==> src/logic/mppc_cfg.svh <==
// constants for the mode and partition protection controller
`ifndef MPPC_CFG_SVH
`define MPPC_CFG_SVH
// ----------------
// clock and timing
// ----------------
`define MPPC_CLK_PERIOD_NS  100
`define MPPC_EXT_ACC_NS     300
`define MPPC_EXT_ACC_CYC    ((`MPPC_EXT_ACC_NS + `MPPC_CLK_PERIOD_NS - 1) / `MPPC_CLK_PERIOD_NS)
// ----------------
// window map (13-bit offsets)
// ----------------
`define MPPC_ADDR_MODE_CTL  13'h100C
`define MPPC_ADDR_MODE_CNF  13'h1072
`define MPPC_ADDR_OUT_CTL   13'h1016
`define MPPC_ADDR_PD_CTL    13'h1018
`define MPPC_ADDR_KEY0      13'h1020
`define MPPC_ADDR_KEY1      13'h1022
`define MPPC_ADDR_WAKE      13'h1FFF
`define MPPC_SEC_LO         13'h0800
`define MPPC_SEC_HI         13'h17FF
// ----------------
// fields and reset values
// ----------------
`define MPPC_MODE_LSB       0
`define MPPC_SESSION_LOCK_BIT_BIT      0
`define MPPC_PD_EN_BIT      0
`define MPPC_PD_POL_BIT     1
`define MPPC_WAKE_READS     3'h4
`define MPPC_REG_RST        8'h00
`define MPPC_READ_ZERO      8'h00
// ----------------
// reserved flash blocks
// ----------------
`define MPPC_BLK_BBT        10'h000
`define MPPC_BLK_PROT0_A    10'h001
`define MPPC_BLK_PROT0_B    10'h002
`define MPPC_BLK_PROT1_A    10'h003
`define MPPC_BLK_PROT1_B    10'h004
`define MPPC_UID_BYTES      16
`define MPPC_OTP_PG_FIRST   8
`define MPPC_OTP_PG_LAST    31
`define MPPC_LOADER_BYTES   2048
`endif

==> src/logic/mppc_pkg.sv <==
// types shared by the mode and partition protection controller
package mppc_pkg;
    // ----------------
    // operating mode, binary coded
    // ----------------
    typedef enum logic [1:0] {
        MPPC_RESET  = 2'b00,
        MPPC_NORMAL = 2'b01,
        MPPC_PDOWN  = 2'b10
    } mppc_mode_t;
    // ----------------
    // per-partition attributes fixed at format time
    // ----------------
    typedef struct packed {
        logic       rd_prot;  // reads need key
        logic       wr_prot;  // writes need key
        logic       lock_en;  // lock option enabled
        logic [7:0] key;      // partition key
    } mppc_part_cfg_t;
    // ----------------
    // classes of reserved flash blocks
    // ----------------
    typedef enum logic [1:0] {
        MPPC_BLK_USER   = 2'b00,
        MPPC_BLK_MAP    = 2'b01,
        MPPC_BLK_PROT0  = 2'b10,
        MPPC_BLK_LOADER = 2'b11
    } mppc_blk_t;
endpackage

==> src/logic/mppc_ctrl.sv <==
// mode sequencer and partition protection for the flash disk controller
`timescale 1ns/1ps
`include "mppc_cfg.svh"

// What this block does
// RULE1: two partitions, separate read/write protect, keys
// RULE2: correct key lifts protection, removal restores it
// RULE3: lock option plus lock pin denies access
// RULE4: session lock acts as pin, reset clears
// RULE5: power-down, attribute change, loader write, removal drop keys
// RULE6: host holds lock pin while formatting locked partitions
// RULE7: exactly one of three modes, always readable
// RULE8: reset pin or power-up enters reset mode
// RULE9: normal only after control plus confirmation write
// RULE10: normal returns to reset by writes or boot detect
// RULE11: power-down by write sequence then chip select high
// RULE12: reset held in normal gives power-down, release reset
// RULE13: four reads of 1FFF wake into normal
// RULE14: one extended boot read wakes, standard interface only
// RULE15: power-down pin moves between power-down and normal
// RULE16: cycles are select with write or output strobe
// RULE17: reset mode takes only mode writes, reads zero
// RULE18: power-down ignores writes, leaves data undriven
// RULE19: power-down round trip keeps all registers; the code loads the key registers with non-matching values on entry
// RULE20: power-down with select high disables input buffers
// RULE21: booting host clears power-down before vector fetch
// RULE22: first five blocks hold reserved structures
// RULE23: bus-triggered mode change follows cycle end
module mppc_ctrl #(
    parameter int NPART = 2,   // protected partitions
    parameter int DW    = 16,  // data bus width
    parameter int BW    = 10   // flash block index width
) (
    // clock and reset
    input  wire logic                      clk,
    input  wire logic                      rstn,
    // host bus, synchronous samples
    input  wire logic                      ce_n,
    input  wire logic                      we_n,
    input  wire logic                      oe_n,
    input  wire logic                      addr_valid_n,
    input  wire logic [12:0]               addr,
    input  wire logic [DW-1:0]             data_in,
    output logic      [DW-1:0]             data_out,
    output logic                           data_oe,
    input  wire logic                      mux_if,
    // boot block read data
    input  wire logic [DW-1:0]             boot_rd_data,
    // system pins
    input  wire logic                      hw_reset_in_n,
    input  wire logic                      lock_in_n,
    input  wire logic                      power_down_pin,
    input  wire logic                      boot_detect,
    // partition attributes and events
    input  wire mppc_pkg::mppc_part_cfg_t  part_cfg [NPART],
    input  wire logic                      attr_change,
    input  wire logic                      flash_wr,
    input  wire logic [BW-1:0]             flash_wr_block,
    // status
    output mppc_pkg::mppc_mode_t           mode,
    output logic      [NPART-1:0]          part_rd_ok,
    output logic      [NPART-1:0]          part_wr_ok,
    output logic                           session_lock_bit,
    output logic                           in_buf_en
);
    import mppc_pkg::*;

    initial begin
        if (NPART != 2 || DW < 8 || BW < 3)
            $error("mppc_ctrl: unsupported parameters");
    end

    // ----------------
    // reset release
    // ----------------
    logic rst_s1;  // first stage, read only by rst_s2
    logic rst_s2;  // internal reset, active low

    // async assert, two-flop release
    always_ff @(posedge clk or negedge rstn) begin
        if (!rstn) begin
            rst_s1 <= 1'b0;
            rst_s2 <= 1'b0;
        end else begin
            rst_s1 <= 1'b1;
            rst_s2 <= rst_s1;
        end
    end

    // ----------------
    // decode helpers
    // ----------------
    // register window sits in sections 1 and 2
    function automatic logic is_reg(input logic [12:0] a);
        is_reg = (a >= `MPPC_SEC_LO) && (a <= `MPPC_SEC_HI);
    endfunction

    // class of a flash block in the reserved area
    function automatic mppc_blk_t blk_kind(input logic [BW-1:0] b);
        if (b == BW'(`MPPC_BLK_BBT))
            blk_kind = MPPC_BLK_MAP;
        else if (b == BW'(`MPPC_BLK_PROT0_A) || b == BW'(`MPPC_BLK_PROT0_B))
            blk_kind = MPPC_BLK_PROT0;
        else if (b == BW'(`MPPC_BLK_PROT1_A) || b == BW'(`MPPC_BLK_PROT1_B))
            blk_kind = MPPC_BLK_LOADER;
        else
            blk_kind = MPPC_BLK_USER;
    endfunction

    // ----------------
    // bus cycle tracking
    // ----------------
    logic        pdown_q;   // power-down with buffers gated
    logic        wr_act;    // write strobes asserted
    logic        rd_act;    // read strobes asserted
    logic        wr_q;      // write active last cycle
    logic        rd_q;      // read active last cycle
    logic [12:0] cyc_addr;  // address held for the cycle
    logic [7:0]  cyc_data;  // write data held for the cycle
    logic [2:0]  rd_len;    // saturating length of a read
    logic        wr_end;    // write cycle just finished
    logic        rd_end;    // read cycle just finished

    // gated buffers see nothing while powered down and deselected
    assign pdown_q = (mode == MPPC_PDOWN) && ce_n;  // RULE20
    assign wr_act  = !ce_n && !we_n && !pdown_q;    // RULE16
    assign rd_act  = !ce_n && !oe_n && !pdown_q;    // RULE16
    assign wr_end  = wr_q && !wr_act;               // RULE23
    assign rd_end  = rd_q && !rd_act;               // RULE23

    // cycle state; data captured while the strobe is low
    always_ff @(posedge clk or negedge rst_s2) begin
        if (!rst_s2) begin
            wr_q     <= 1'b0;
            rd_q     <= 1'b0;
            cyc_addr <= 13'h0000;
            cyc_data <= `MPPC_REG_RST;
        end else begin
            wr_q <= wr_act;
            rd_q <= rd_act;
            // on the muxed bus the address is taken while valid is low
            if ((wr_act || rd_act) && (!mux_if || !addr_valid_n))
                cyc_addr <= addr;
            if (wr_act)
                cyc_data <= data_in[7:0];
        end
    end

    // read length, for the extended access wake
    always_ff @(posedge clk or negedge rst_s2) begin
        if (!rst_s2)
            rd_len <= 3'h0;
        else if (!rd_act)
            rd_len <= 3'h0;
        else if (rd_len != 3'h7)
            rd_len <= rd_len + 3'h1;
    end

    // ----------------
    // registers written by the host
    // ----------------
    logic [1:0]       mode_req;   // requested mode field
    logic             cnf_ok;     // confirmation matched
    logic [1:0]       pd_ctl;     // power-down pin enable, polarity
    logic [7:0]       key_reg [NPART];  // keys presented
    logic             reg_wr;     // finished write to a register
    logic             mode_wr_ok; // writes allowed in this mode

    // reset mode takes only the mode pair, power-down takes nothing
    assign mode_wr_ok = (mode == MPPC_NORMAL) ||
                        ((mode == MPPC_RESET) &&
                         (cyc_addr == `MPPC_ADDR_MODE_CTL ||
                          cyc_addr == `MPPC_ADDR_MODE_CNF));  // RULE17 RULE18
    assign reg_wr = wr_end && mode_wr_ok;

    // mode control and its confirmation, a matched pair
    always_ff @(posedge clk or negedge rst_s2) begin
        if (!rst_s2) begin
            mode_req <= 2'b00;
            cnf_ok   <= 1'b0;
        end else begin
            cnf_ok <= 1'b0;
            if (reg_wr && cyc_addr == `MPPC_ADDR_MODE_CTL)
                mode_req <= cyc_data[`MPPC_MODE_LSB +: 2];
            // confirmation carries the complement of the request
            if (reg_wr && cyc_addr == `MPPC_ADDR_MODE_CNF)
                cnf_ok <= (cyc_data[`MPPC_MODE_LSB +: 2] == ~mode_req);  // RULE9
        end
    end

    // power-down pin configuration
    always_ff @(posedge clk or negedge rst_s2) begin
        if (!rst_s2)
            pd_ctl <= 2'b00;
        else if (reg_wr && cyc_addr == `MPPC_ADDR_PD_CTL)
            pd_ctl <= cyc_data[1:0];
    end

    // session lock: set by software, cleared only by the power-up reset or the reset pin
    always_ff @(posedge clk or negedge rst_s2) begin
        if (!rst_s2)
            session_lock_bit <= 1'b0;
        else if (!hw_reset_in_n)
            session_lock_bit <= 1'b0;  // RULE4
        else if (reg_wr && cyc_addr == `MPPC_ADDR_OUT_CTL &&
                 cyc_data[`MPPC_SESSION_LOCK_BIT_BIT])
            session_lock_bit <= 1'b1;  // RULE4
    end

    // ----------------
    // keys and access grants, one slice per partition
    // ----------------
    logic key_drop;  // event that withdraws every key
    logic ldr_wr;    // write into the loader blocks

    assign ldr_wr   = flash_wr && (blk_kind(flash_wr_block) == MPPC_BLK_LOADER);  // RULE22
    // any key drop re-arms protection on both partitions
    assign key_drop = (mode == MPPC_PDOWN) || attr_change || ldr_wr;  // RULE5

    for (genvar p = 0; p < NPART; p++) begin : g_part
        logic [12:0] key_addr;  // key register of this slice
        logic        locked;    // hardware lock in force
        logic        key_in;    // key matches
        assign key_addr = (p == 0) ? `MPPC_ADDR_KEY0 : `MPPC_ADDR_KEY1;
        assign locked   = part_cfg[p].lock_en &&
                          (!lock_in_n || session_lock_bit);  // RULE3 RULE4 RULE6
        assign key_in   = (key_reg[p] == part_cfg[p].key);   // RULE2

        // key presented by the host; a mismatching write removes it
        always_ff @(posedge clk or negedge rst_s2) begin
            if (!rst_s2)
                key_reg[p] <= `MPPC_REG_RST;
            else if (key_drop)
                key_reg[p] <= ~part_cfg[p].key;  // RULE5
            else if (reg_wr && cyc_addr == key_addr)
                key_reg[p] <= cyc_data;  // RULE2
        end

        // grants follow attributes, key and lock
        always_ff @(posedge clk or negedge rst_s2) begin
            if (!rst_s2) begin
                part_rd_ok[p] <= 1'b0;
                part_wr_ok[p] <= 1'b0;
            end else begin
                part_rd_ok[p] <= !locked && (!part_cfg[p].rd_prot || key_in);  // RULE1
                part_wr_ok[p] <= !locked && (!part_cfg[p].wr_prot || key_in);  // RULE1
            end
        end
    end

    // ----------------
    // mode sequencer
    // ----------------
    mppc_mode_t next_mode;  // mode for the next cycle
    logic       dpd_pend;   // power-down write seen, wait for select high
    logic       by_rst;     // power-down entered by holding the reset pin
    logic [2:0] wake_cnt;   // reads of the wake address
    logic       pd_pin_q;   // previous power-down pin level
    logic       pd_act;     // pin at its active level
    logic       pd_edge;    // pin changed level

    assign pd_act  = power_down_pin ^ pd_ctl[`MPPC_PD_POL_BIT];
    assign pd_edge = pd_ctl[`MPPC_PD_EN_BIT] && (power_down_pin != pd_pin_q);

    // pin history and pending power-down request
    always_ff @(posedge clk or negedge rst_s2) begin
        if (!rst_s2) begin
            pd_pin_q <= 1'b0;
            dpd_pend <= 1'b0;
        end else begin
            pd_pin_q <= power_down_pin;
            if (mode != MPPC_NORMAL)
                dpd_pend <= 1'b0;
            else if (cnf_ok && mode_req == MPPC_PDOWN)
                dpd_pend <= 1'b1;  // RULE11
        end
    end

    // counts wake reads; data returned by them is not meaningful
    always_ff @(posedge clk or negedge rst_s2) begin
        if (!rst_s2)
            wake_cnt <= 3'h0;
        else if (mode != MPPC_PDOWN)
            wake_cnt <= 3'h0;
        else if (rd_end)
            wake_cnt <= (cyc_addr == `MPPC_ADDR_WAKE) ? wake_cnt + 3'h1 : 3'h0;  // RULE13
    end

    // next mode; reset pin outranks all bus events
    always_comb begin
        next_mode = mode;
        case (mode)
            MPPC_RESET: begin
                if (cnf_ok && mode_req == MPPC_NORMAL)
                    next_mode = MPPC_NORMAL;  // RULE9
            end
            MPPC_NORMAL: begin
                if (!hw_reset_in_n)
                    next_mode = MPPC_PDOWN;  // RULE12
                else if (boot_detect || (cnf_ok && mode_req == MPPC_RESET))
                    next_mode = MPPC_RESET;  // RULE10
                else if (dpd_pend && ce_n)
                    next_mode = MPPC_PDOWN;  // RULE11
                else if (pd_edge && pd_act)
                    next_mode = MPPC_PDOWN;  // RULE15
            end
            MPPC_PDOWN: begin
                if (by_rst) begin
                    if (hw_reset_in_n)
                        next_mode = MPPC_RESET;  // RULE12
                end else if (!hw_reset_in_n) begin
                    next_mode = MPPC_RESET;  // RULE8 RULE21
                end else if (rd_end && cyc_addr == `MPPC_ADDR_WAKE &&
                             wake_cnt == `MPPC_WAKE_READS - 3'h1) begin
                    next_mode = MPPC_NORMAL;  // RULE13
                end else if (rd_end && !mux_if && !is_reg(cyc_addr) &&
                             rd_len >= 3'(`MPPC_EXT_ACC_CYC)) begin
                    next_mode = MPPC_NORMAL;  // RULE14
                end else if (pd_edge && !pd_act) begin
                    next_mode = MPPC_NORMAL;  // RULE15
                end
            end
            default: next_mode = MPPC_RESET;
        endcase
        // reset pin outside normal mode lands in reset, unless power-down was entered by holding the reset pin
        if (!hw_reset_in_n && mode != MPPC_NORMAL && !by_rst)
            next_mode = MPPC_RESET;  // RULE8
    end

    // mode register; power-up lands in reset mode
    always_ff @(posedge clk or negedge rst_s2) begin
        if (!rst_s2) begin
            mode   <= MPPC_RESET;  // RULE7 RULE8
            by_rst <= 1'b0;
        end else begin
            mode <= next_mode;  // RULE7
            if (mode == MPPC_NORMAL && next_mode == MPPC_PDOWN)
                by_rst <= !hw_reset_in_n;
            else if (next_mode != MPPC_PDOWN)
                by_rst <= 1'b0;
        end
    end

    // ----------------
    // read data path
    // ----------------
    logic [7:0] next_reg;  // register read value

    // register readback; reset mode reads zero everywhere except the mode register
    always_comb begin
        next_reg = `MPPC_READ_ZERO;
        case (addr)
            `MPPC_ADDR_MODE_CTL: next_reg = {6'h00, mode};  // RULE7
            `MPPC_ADDR_OUT_CTL:  next_reg = {7'h00, session_lock_bit};
            `MPPC_ADDR_PD_CTL:   next_reg = {6'h00, pd_ctl};
            default:             next_reg = `MPPC_READ_ZERO;
        endcase
        // mode is visible to software even in reset mode
        if (mode != MPPC_NORMAL && addr != `MPPC_ADDR_MODE_CTL)
            next_reg = `MPPC_READ_ZERO;  // RULE17
    end

    // data bus drive; undriven in power-down, round trip keeps every register except the key registers
    always_ff @(posedge clk or negedge rst_s2) begin
        if (!rst_s2) begin
            data_out <= '0;
            data_oe  <= 1'b0;
        end else begin
            data_oe <= rd_act && (mode != MPPC_PDOWN);  // RULE18 RULE19
            if (is_reg(addr))
                data_out <= DW'(next_reg);  // RULE17
            else
                data_out <= boot_rd_data;
        end
    end

    // input buffer enable, gated while idle in power-down
    always_ff @(posedge clk or negedge rst_s2) begin
        if (!rst_s2)
            in_buf_en <= 1'b1;
        else
            in_buf_en <= !((next_mode == MPPC_PDOWN) && ce_n);  // RULE20
    end
endmodule

==> config.mk <==
export PLATFORM = sky130hd
export DESIGN_NAME = mppc_ctrl
export DESIGN_NICKNAME = d
export VERILOG_FILES = /design/src/logic/mppc_pkg.sv /design/src/logic/mppc_ctrl.sv
export VERILOG_INCLUDE_DIRS = /design/src /design/src/logic
export SDC_FILE = /design/constraint.sdc
export NUM_CORES = 1
export LEC_CHECK = 0
export BUFFER_PORTS_ARGS = -buffer_cell sky130_fd_sc_hd__buf_2
export CORE_MARGIN = 2
export CORE_UTILIZATION = 38
export DETAILED_ROUTE_END_ITERATION = 6
export SLEW_MARGIN = 20
export SYNTH_ARGS = -nofsm -noshare
export SYNTH_HDL_FRONTEND = slang
export SYNTH_SLANG_ARGS = --single-unit
==> constraint.sdc <==
create_clock -name clk -period 4.3 [get_ports clk]
set_input_delay 0.215 -clock clk [delete_from_list [all_inputs] [get_ports clk]]
set_output_delay 0.215 -clock clk [all_outputs]
set_load 0.1 [all_outputs]
==> impl_metrics.toml, run 1 <==
[power]
max-vdd-ir-drop_mv = 0.199
ratio_of_total_power_to_cell_area_nw_per_um2 = 355
leakagePower_nw = 2.31
p_total_mw = 1.69

[route]
post-route-drc-count = 0
detailroute.via_count = 2843
routed_via_density = 4.90
routed_wirelength_microns = 8270
detailedRoute.firstPassIterationCount = 4
ant_nets = 0
drt_iter0_markers = 178
routed_wire_length_per_instance_microns = 14.3

[final_layout]
area_delta_synth_final_pct = 23.1
multi_input_area_sq_um = 1740
seq_area_sq_um = 2010
fin_cells = 580
finish.utilization_pct = 48.4
antennaDiodeCount = 0
final_area_sq_um = 4750
commonest_cells_after_routing_fill_and_taps_aside = "buf_2 (106), dfrtp_1 (78), mux2_2 (33)"
layout.filler_cells = 950
layout.cells.most_common = "buf_2"
finish.net_count = 537
drive_gt1_share_pct = 39.6

[die]
floorplan.initialDensity_pct = 39.3
floorplan.die_area_sq_um = 11000
top_level_ports = 115
die_height_microns = 105
floorplan.core_area_sq_um = 9820
die_width_microns = 105
placement_rows = 36

[grt]
grt.busiest_layer = "met2"
grt_start_max_net_pins = 79
groute.layer.met3.usage_pct = 4.30
grt.met1_usage_pct = 20.4
track_usage_pct = 16.1
globalRouteOverflowTotal = 0
grt_first_pass_wirelength_microns = 14100
groute.layer.met2.usage_pct = 26.1
grt_antenna_before_repair = 0
grt_pass1_vias = 2897

[job]
max_cap_violations = 0

[synthesis]
synth_sequential_area_ratio_pct = 51.9
syn_area_sq_um = 3860
synth_area_per_cell_sq_um = 11.8
synth-edff-count = 0
synthDistinctLibCells = 57
synth_top_family_by_area = "multiplexers"
synth_compound_gate_area_share_pct = 6.45
syn-num-nets = 421
yosys.area_share.xor_xnor_pct = 4.76
synth_simple_gate_area_share_pct = 14.3
ys_ff_latch = 80
synthCells = 326
synthMuxAreaShare_pct = 17.7
synth_top_flop_cell = "dfrtp_1"
yosysWarningCount = 0
async_reset_ff_share_pct = 100
synth_adder_area_share_pct = 1.62

[worst_setup_path]
startpoint_type = "register"
setup.worst_path.end_class = "register"
signal_arrival_time_at_the_worst_endpoint_ps = 3270
critical_path_peak_fanout = 8
cell_mode_on_critical_path = "or4_4"
required_ps = 4540
crit_chain = "or4b_4 -> or4_4 -> or4_4 -> a2111o_1 -> mux2_4"
worst_path_largest_cell_delay_ps = 580
crit_type = "reg -> reg"
slowest_stage_cell_crit_path = "a2111o_1"

[placement]
gp_routability_congestion = 0.841
dpl-instance-area_sq_um = 4540
dpl.hpwl_microns = 6150
io_buffers = 106
numPlacedInstances = 561

[sta]
min_tclk_post_route_ps = 3040
tightest_slew_ps = 968
slew-limit-headroom_pct = 35.2
rsz0062_at_grt = "false"
final_hold_viol_count = 0
min_period_over_period_pct = 70.6
fmax_mhz = 329
setup_tns_final_ps = 0
drv_slew = 0
finalSetupViolCount = 0
skew_ps = 5.76

[clock_network]
cts_max_level = 3
cts-root-to-sink-buffers = 2
insertion_delay_ps = 350
clock_sinks = 80
tritoncts.num_buffers = 9
cts.repair_timing.setup_buffer_count = 0
clk_root_buffer_cell = "clkbuf_8"
cts_tree = "done"
cts.reportedPaths.clkPinSlew_ps = 80

[worst_hold_path]
worstHoldPathType = "in -> reg"

[outcome]
run_status = "finished clean"
critical path: cells and delay by family, from the launching register on:
family	cells	cell delay, ps
simple gates	3	1560
compound gates	1	580
mux	1	370
flops	1	410
cell type report:
type	instances	area share, %
sequential	80	42.2
tap	133	3.50
inverter	24	1.90
multi-input combinational	216	36.6
clock buffer	10	2.69
clock inverter	6	0.764
timing repair buffer	111	12.3
path summary, 6_finish.rpt:
check / to / from / slack [ps] / depth (start not counted)
hold reg to reg: cyc_data[6] / rst_s2 / 300 / 0
hold / removal: part_rd_ok[1] / part_cfg[10] / 30 / 2
setup / recovery: key_reg[7] / cyc_addr[11] / 1260 / 5
setup reg to reg: key_reg[7] / cyc_addr[11] / 1260 / 5
max in group asynchronous: in_buf_en / rst_s2 / 3340 / 1
min in group asynchronous: rst_s1 / rstn / 160 / 2
synthesized netlist by cell type (all sizes together) (2+ instances only):
cell | instances | share of area [%]
dfrtp | 79 | 51
mux2 | 41 | 13
inv | 24 | 2.3
xor2 | 20 | 4.5
mux2i | 19 | 4.9
and2 | 17 | 2.8
nand2 | 16 | 1.6
nor4 | 10 | 1.6
o21ai | 10 | 1.3
nor2 | 9 | 0.88
nor3 | 9 | 1.3
a21oi | 7 | 0.91
nand2b | 7 | 1.1
ha | 5 | 1.6
buf | 4 | 0.71
or4 | 4 | 1.0
a211oi | 3 | 0.58
a31oi | 3 | 0.49
nand3 | 3 | 0.39
nor4b | 3 | 0.68
clkbuf | 2 | 0.19
nand4 | 2 | 0.32
nor3b | 2 | 0.39
or4b | 2 | 0.62
power by group:
| part | internal (mW) | total (mW) | switching (mW) | leakage [nW] |
|---|---|---|---|---|
| logic | 0.128 | 0.329 | 0.201 | 1.23 |
| registers | 0.817 | 0.881 | 0.0642 | 0.994 |
| clock network | 0.207 | 0.477 | 0.271 | 0.0858 |
per-stage QoR:
stage	setup WS (ps)	hold WS (ps)
after floorplan	1430	-80.6
after global routing	1190	12.1
after CTS	1260	7.20
final	1260	26.6
after detailed placement	1270	3.12
after global placement	1290	-0.0556
per-layer routing:
layer  wire length (microns)  share of wire (%)
met4                     143                1.7
met2                    3860                 47
met1                    3600                 44
met3                     659                8.0
met5                       0                  0
logic make-up (layout without fill, tap and decap cells):
logic type	after synthesis	count (layout)
other	1	1
xor gates and xnor gates	21	21
muxes	60	60
buffers and inverters	30	151
DFF	80	80
and+or+nand+nor	92	92
adders and majority gates	5	5
AOI/OAI and AO/OA	37	37
repair_timing:
action / CTS / global route
hold buffers: 1 / 1
endpoints found under the hold margin: 2 / 1
gates resized for setup: 0 / 0
Power figures use the tool's default switching activity.
==> inputs of run 2 (changes only) <==
==> constraint.sdc (replaced) <==
create_clock -name clk -period 2.8 [get_ports clk]
set_input_delay 0.14 -clock clk [delete_from_list [all_inputs] [get_ports clk]]
set_output_delay 0.14 -clock clk [all_outputs]
set_load 0.1 [all_outputs]
==> impl_metrics.toml, run 2 (synthesis results as in run 1) <==
[outcome]
run_status = "finished clean"

[route]
routed_wire_length_per_instance_microns = 14.1
ant_nets = 0
detailroute.via_count = 2925
drt_iter0_markers = 101
post-route-drc-count = 0
routed_wirelength_microns = 8560
detailedRoute.firstPassIterationCount = 4
routed_via_density = 4.81

[clock_network]
cts.reportedPaths.clkPinSlew_ps = 70
clk_root_buffer_cell = "clkbuf_8"
clock_sinks = 80
tritoncts.num_buffers = 9
cts.repair_timing.setup_buffer_count = 0
cts-root-to-sink-buffers = 2
cts_max_level = 3
insertion_delay_ps = 340
cts_tree = "done"

[worst_hold_path]
worstHoldPathType = "in -> reg"
worst_hold_startpoint = "boot_rd_data[8]"
hold_depth = 2
whs_endpoint = "data_out[8]"

[power]
proportion_of_power_drawn_by_combinational_gates_pct = 19.4
p_int_mw = 1.98
switching_share_pct = 28.9
share_seq_of_total_power_pct = 48.6
ratio_of_total_power_to_cell_area_nw_per_um2 = 550
max-vdd-ir-drop_mv = 0.248
power.switching_uw = 806
p_clk_share_pct = 32.0
leakagePower_nw = 2.46

[final_layout]
antennaDiodeCount = 0
area_delta_synth_final_pct = 31.1
commonest_cells_after_routing_fill_and_taps_aside = "buf_2 (106), dfrtp_1 (77), mux2_2 (33)"
layout.filler_cells = 943
finish.net_count = 565
layout.cells.most_common = "buf_2"
drive_gt1_share_pct = 39.8
finish.utilization_pct = 51.5

[worst_setup_path]
r2r.worst_path.cells = 6
crit_family = "simple AND/OR/NAND/NOR gates"
critical_path_peak_fanout = 8
signal_arrival_time_at_the_worst_endpoint_ps = 2950
crit_chain = "or4b_4 -> or4_4 -> or4_4 -> a2111o_1 -> buf_6 -> mux2_4"
startpoint_type = "register"
crit_type = "reg -> reg"
required_ps = 3020
setup.worst_path.end_class = "register"
r2r_slack_ps = 70
worst_r2r_endpoint = "key_reg[0]"
crit_buf_inv = 1
cell_mode_on_critical_path = "or4_4"
slowest_stage_cell_crit_path = "or4b_4"
worst_path_largest_cell_delay_ps = 530
rr_startpoint = "cyc_addr[8]"

[placement]
gp_routability_congestion = 0.836
io_buffers = 106
pre_cts_worst_setup_slack_ps = -13.6
dpl.hpwl_microns = 6460

[die]
top_level_ports = 115
floorplan.initialDensity_pct = 39.3
floorplan.die_area_sq_um = 11000
placement_rows = 36
die_height_microns = 105
floorplan.core_area_sq_um = 9820
die_width_microns = 105

[sta]
fmax_mhz = 367
tightest_slew_ps = 979
min_tclk_post_route_ps = 2730
final_hold_viol_count = 0
final_critical_path_setup_slack_ps = 72.5
slew-limit-headroom_pct = 33.9
drv_slew = 0
min_period_over_period_pct = 97.4
skew_ps = 9.67
setup_tns_final_ps = 0
finalSetupViolCount = 0
rsz0062_at_grt = "false"

[grt]
globalRouteOverflowTotal = 0
grt_first_pass_wirelength_microns = 14400
grt_pass1_vias = 3032
grt_antenna_before_repair = 0
track_usage_pct = 16.5
grt_start_max_net_pins = 46

[job]
max_cap_violations = 0
[run 2: how the worst max path moves through the flow]
| stage | end | startpoint | cells after the start |
|---|---|---|---|
| final | key_reg[0] | cyc_addr[8] | 6 |
| after global routing | pd_ctl[1] | cyc_addr[8] | 5 |
| after CTS | key_reg[0] | cyc_addr[8] | 6 |
| after detailed placement | key_reg[3] | cyc_addr[8] | 6 |
| after global placement | key_reg[6] | cyc_addr[8] | 6 |
| after floorplan | key_reg[10] | cyc_addr[11] | 5 |
[run 2: routing by layer]
metal	global-route usage [%]	up-vias	routed length, microns
li1	-	1442	-
met1	21.3	1387	3820
met2	26.8	92	4030
met3	5.18	4	630
met4	4.38	0	78
met5	0	-	0
[run 2: repair_timing]
item / in CTS / in global routing
pin swaps: 1 / 2
hold buffers: 19 / 0
setup endpoints to repair: 9 / 8
hold endpoints to repair: 20 / 0
cloned: 0 / 0
resized for setup: 1 / 2
[run 2: worst reg2reg max path, stage by stage, from the launching register on]
cell	delay, ps
dfrtp_1	380
or4b_4	530
or4_4	450
or4_4	440
a2111o_1	370
buf_6	160
mux2_4	300
[run 2: layout make-up]
type	count	area, sq um	share of cell area, %
Sequential cell	80	2010	39.7
Multi-Input combinational cell	216	1760	34.8
Timing Repair Buffer	139	830	16.4
Tap cell	133	166	3.29
Clock buffer	12	135	2.67
Inverter	24	90.1	1.78
Clock inverter	4	70.1	1.38
[run 2: per-stage QoR]
stage	power [mW]	hold slack (ps)	area [sq um]	instances
after CTS	2.83	5.58	5040	608
final	2.78	19.3	5060	608
after global placement	1.89	-73.1	4640	573
after global routing	2.94	3.69	5060	608
after floorplan	1.72	-156	3870	326
after detailed placement	1.90	-71.4	4640	573
[run 2: power by group through the flow]
stage	registers [mW]	clock network [mW]	logic (mW)
final	1.35	0.891	0.539
after detailed placement	1.38	0	0.521
after global routing	1.37	0.986	0.584
after global placement	1.37	0	0.513
after CTS	1.35	0.933	0.542
after floorplan	1.52	0	0.198
==> inputs of run 3 (changes only) <==
--- a/config.mk
+++ b/config.mk
@@ -6,10 +6,12 @@
 export SDC_FILE = /design/constraint.sdc
 export NUM_CORES = 1
 export LEC_CHECK = 0
+export ABC_AREA = 1
 export BUFFER_PORTS_ARGS = -buffer_cell sky130_fd_sc_hd__buf_2
 export CORE_MARGIN = 2
-export CORE_UTILIZATION = 38
+export CORE_UTILIZATION = 53
 export DETAILED_ROUTE_END_ITERATION = 6
+export PLACE_DENSITY = 0.81
 export SLEW_MARGIN = 20
 export SYNTH_ARGS = -nofsm -noshare
 export SYNTH_HDL_FRONTEND = slang
==> impl_metrics.toml, run 3 <==
[outcome]
run_status = "finished clean"

[route]
routed_wirelength_microns = 9820
post-route-drc-count = 0
drt_iter0_markers = 215
routed_wire_length_per_instance_microns = 13.2
ant_nets = 0
routed_via_density = 5.03
detailedRoute.firstPassIterationCount = 4
detailroute.via_count = 3743

[sta]
min_tclk_post_route_ps = 1750
min_period_over_period_pct = 62.7
fmax_mhz = 570
final_hold_viol_count = 0
skew_ps = 15.9
timing.hold.ws_ps = 13.3
rsz0062_at_grt = "false"
finalSetupViolCount = 0
drv_slew = 0
setup_tns_final_ps = 0

[worst_hold_path]
worst_hold_startpoint = "boot_rd_data[11]"
hold_depth = 3
worstHoldPathType = "in -> reg"
whs_endpoint = "data_out[11]"

[grt]
grt_first_pass_wirelength_microns = 16800
grt_start_max_net_pins = 79
grt_antenna_before_repair = 0
grt_pass1_vias = 3713
globalRouteOverflowTotal = 0
track_usage_pct = 24.5

[die]
floorplan.core_area_sq_um = 7650
placement_rows = 32
floorplan.die_area_sq_um = 8570
die_width_microns = 92.6
floorplan.initialDensity_pct = 54.4
top_level_ports = 115
die_height_microns = 92.6

[worst_setup_path]
r2r.worst_path.cells = 12
r2r_slack_ps = 1050
worst_r2r_endpoint = "in_buf_en"
critical_path_peak_fanout = 4
crit_type = "reg -> reg"
rr_startpoint = "rd_len[0]"
required_ps = 3090
setup.worst_path.end_class = "register"
signal_arrival_time_at_the_worst_endpoint_ps = 2040
startpoint_type = "register"

[final_layout]
multi_input_area_sq_um = 1800
seq_area_sq_um = 2010
area_delta_synth_final_pct = 26.5
antennaDiodeCount = 0
finish.net_count = 732
layout.cells.most_common = "nand2_1"
layout.filler_cells = 605
commonest_cells_after_routing_fill_and_taps_aside = "nand2_1 (138), buf_2 (106), dfrtp_1 (78)"
drive_gt1_share_pct = 25.5

[clock_network]
tritoncts.num_buffers = 9
clock_sinks = 80
clk_root_buffer_cell = "clkbuf_8"
cts_tree = "done"
cts_max_level = 3
cts.repair_timing.setup_buffer_count = 0
insertion_delay_ps = 350
cts.reportedPaths.clkPinSlew_ps = 90
cts-root-to-sink-buffers = 2

[synthesis]
syn_area_sq_um = 4160
synth_sequential_area_ratio_pct = 48.2
synth-edff-count = 0
netlist_top_cells_area = "dfrtp_1 (48%), nand2_1 (12%), inv_1 (6.6%)"
ys_ff_latch = 80
async_reset_ff_share_pct = 100
synth_largest_type_area_fraction_pct = 47.5
synthMostInstantiatedCell = "nand2_1"
netlist_top_cells_count = "nand2_1 (138), dfrtp_1 (79), inv_1 (73), nor2_1 (41), nand3_1 (37)"
synth_top_area_cell = "dfrtp_1"
synth_top_flop_cell = "dfrtp_1"
synthCells = 501
synthDistinctLibCells = 39
syn-num-nets = 596
synth_area_per_cell_sq_um = 8.30
yosysWarningCount = 0

[job]
max_cap_violations = 0

[power]
switching_share_pct = 30.9
max-vdd-ir-drop_mv = 0.415
share_seq_of_total_power_pct = 46.3
leakagePower_nw = 2.82
p_int_mw = 2.00
proportion_of_power_drawn_by_combinational_gates_pct = 19.7
p_clk_share_pct = 34.0
ratio_of_total_power_to_cell_area_nw_per_um2 = 550
power.switching_uw = 894

[placement]
dpl.hpwl_microns = 6920
io_buffers = 106
gp_routability_congestion = 0.870
==> run 3: cell types whose count changed in the layout (fill, tap and decap cells not counted), moves of 8 or more <==
| cell | change |
|---|---|
| nand2_1 | +122 |
| inv_1 | +49 |
| nand3_1 | +34 |
| nor2_1 | +32 |
| mux2_2 | -26 |
| mux2i_1 | -19 |
| and2_1 | -17 |
| buf_4 | -11 |
| o21ai_1 | +11 |
| mux2_4 | -8 |
==> run 3: what timing repair did <==
item,in CTS,in global routing
setup endpoints to repair,0,0
gates resized for setup,0,0
hold endpoints to repair,23,0
hold buffers,22,0
==> run 3: cells by family (layout without fill, tap and decap cells) <==
kind of cell             Yosys count  count (layout)  synth area share (%)
buffers and inverters             85             226                  8.61
flip-flops                        80              80                  48.2
XOR/XNOR                          18              18                  3.79
AO/OA/AOI/OAI                     42              42                  5.54
other                              1               1                0.0902
AND/OR/NAND/NOR                  263             263                  30.4
multiplexers                       7               7                  1.90
adder cells (fa/ha/maj)            5               5                  1.50
==> run 3: cell type report <==
cell class | instances | share of cell area, %
Multi-Input combinational cell | 336 | 34.2
Clock buffer | 12 | 2.95
Clock inverter | 4 | 1.45
Inverter | 79 | 5.78
Sequential cell | 80 | 38.2
Tap cell | 102 | 2.43
Timing Repair Buffer | 131 | 15.1
==> run 3: critical path, stage by stage, from the launching register on <==
cell      delay, ps
dfrtp_1         410
ha_1            240
ha_1            200
nor2_1          110
nand2_1          60
nand2_1          70
nor2_1           40
nor2_1           90
nand2_1          80
o21bai_1        170
nand2_1          70
nand2_1          80
nand2_1          60
==> run 3: per-stage QoR <==
stage	total power, mW	setup WS (ps)	std cells	util [%]	cell area [sq um]
finish	2.89	1050	744	68.8	5260
global route	3.03	918	744	68.8	5260
CTS	2.90	1060	743	68.4	5230
detailed placement	1.90	1100	705	62.5	4780
global placement	1.88	1190	705	62.5	4780
floorplan	1.74	409	501	-	4160
==> run 3: how the worst max path moves through the flow <==
stage | startpoint | to | slack [ps] | depth (start not counted)
6_report | rd_len[0] | in_buf_en | 1050 | 12
5_1_grt | rd_len[0] | in_buf_en | 920 | 12
2_1_floorplan | rst_s2 | by_rst | 410 | 0
3_3_place_gp | rd_len[0] | in_buf_en | 1190 | 12
3_5_place_dp | rd_len[0] | in_buf_en | 1100 | 12
4_1_cts | rd_len[0] | in_buf_en | 1060 | 12
==> run 3: metal layers <==
metal / GRT usage, % / routed length [microns]
met1: 30.8 / 4210
met2: 42.2 / 4920
met3: 5.04 / 527
met4: 8.46 / 161
met5: 0 / 0
==> run 3: power groups by stage <==
stage	Clock (mW)	Sequential, mW	Combinational, mW
6_report	0.985	1.34	0.570
5_1_grt	1.04	1.35	0.629
4_1_cts	0.993	1.35	0.552
3_5_place_dp	0	1.37	0.526
3_3_place_gp	0	1.37	0.511
2_1_floorplan	0	1.50	0.240
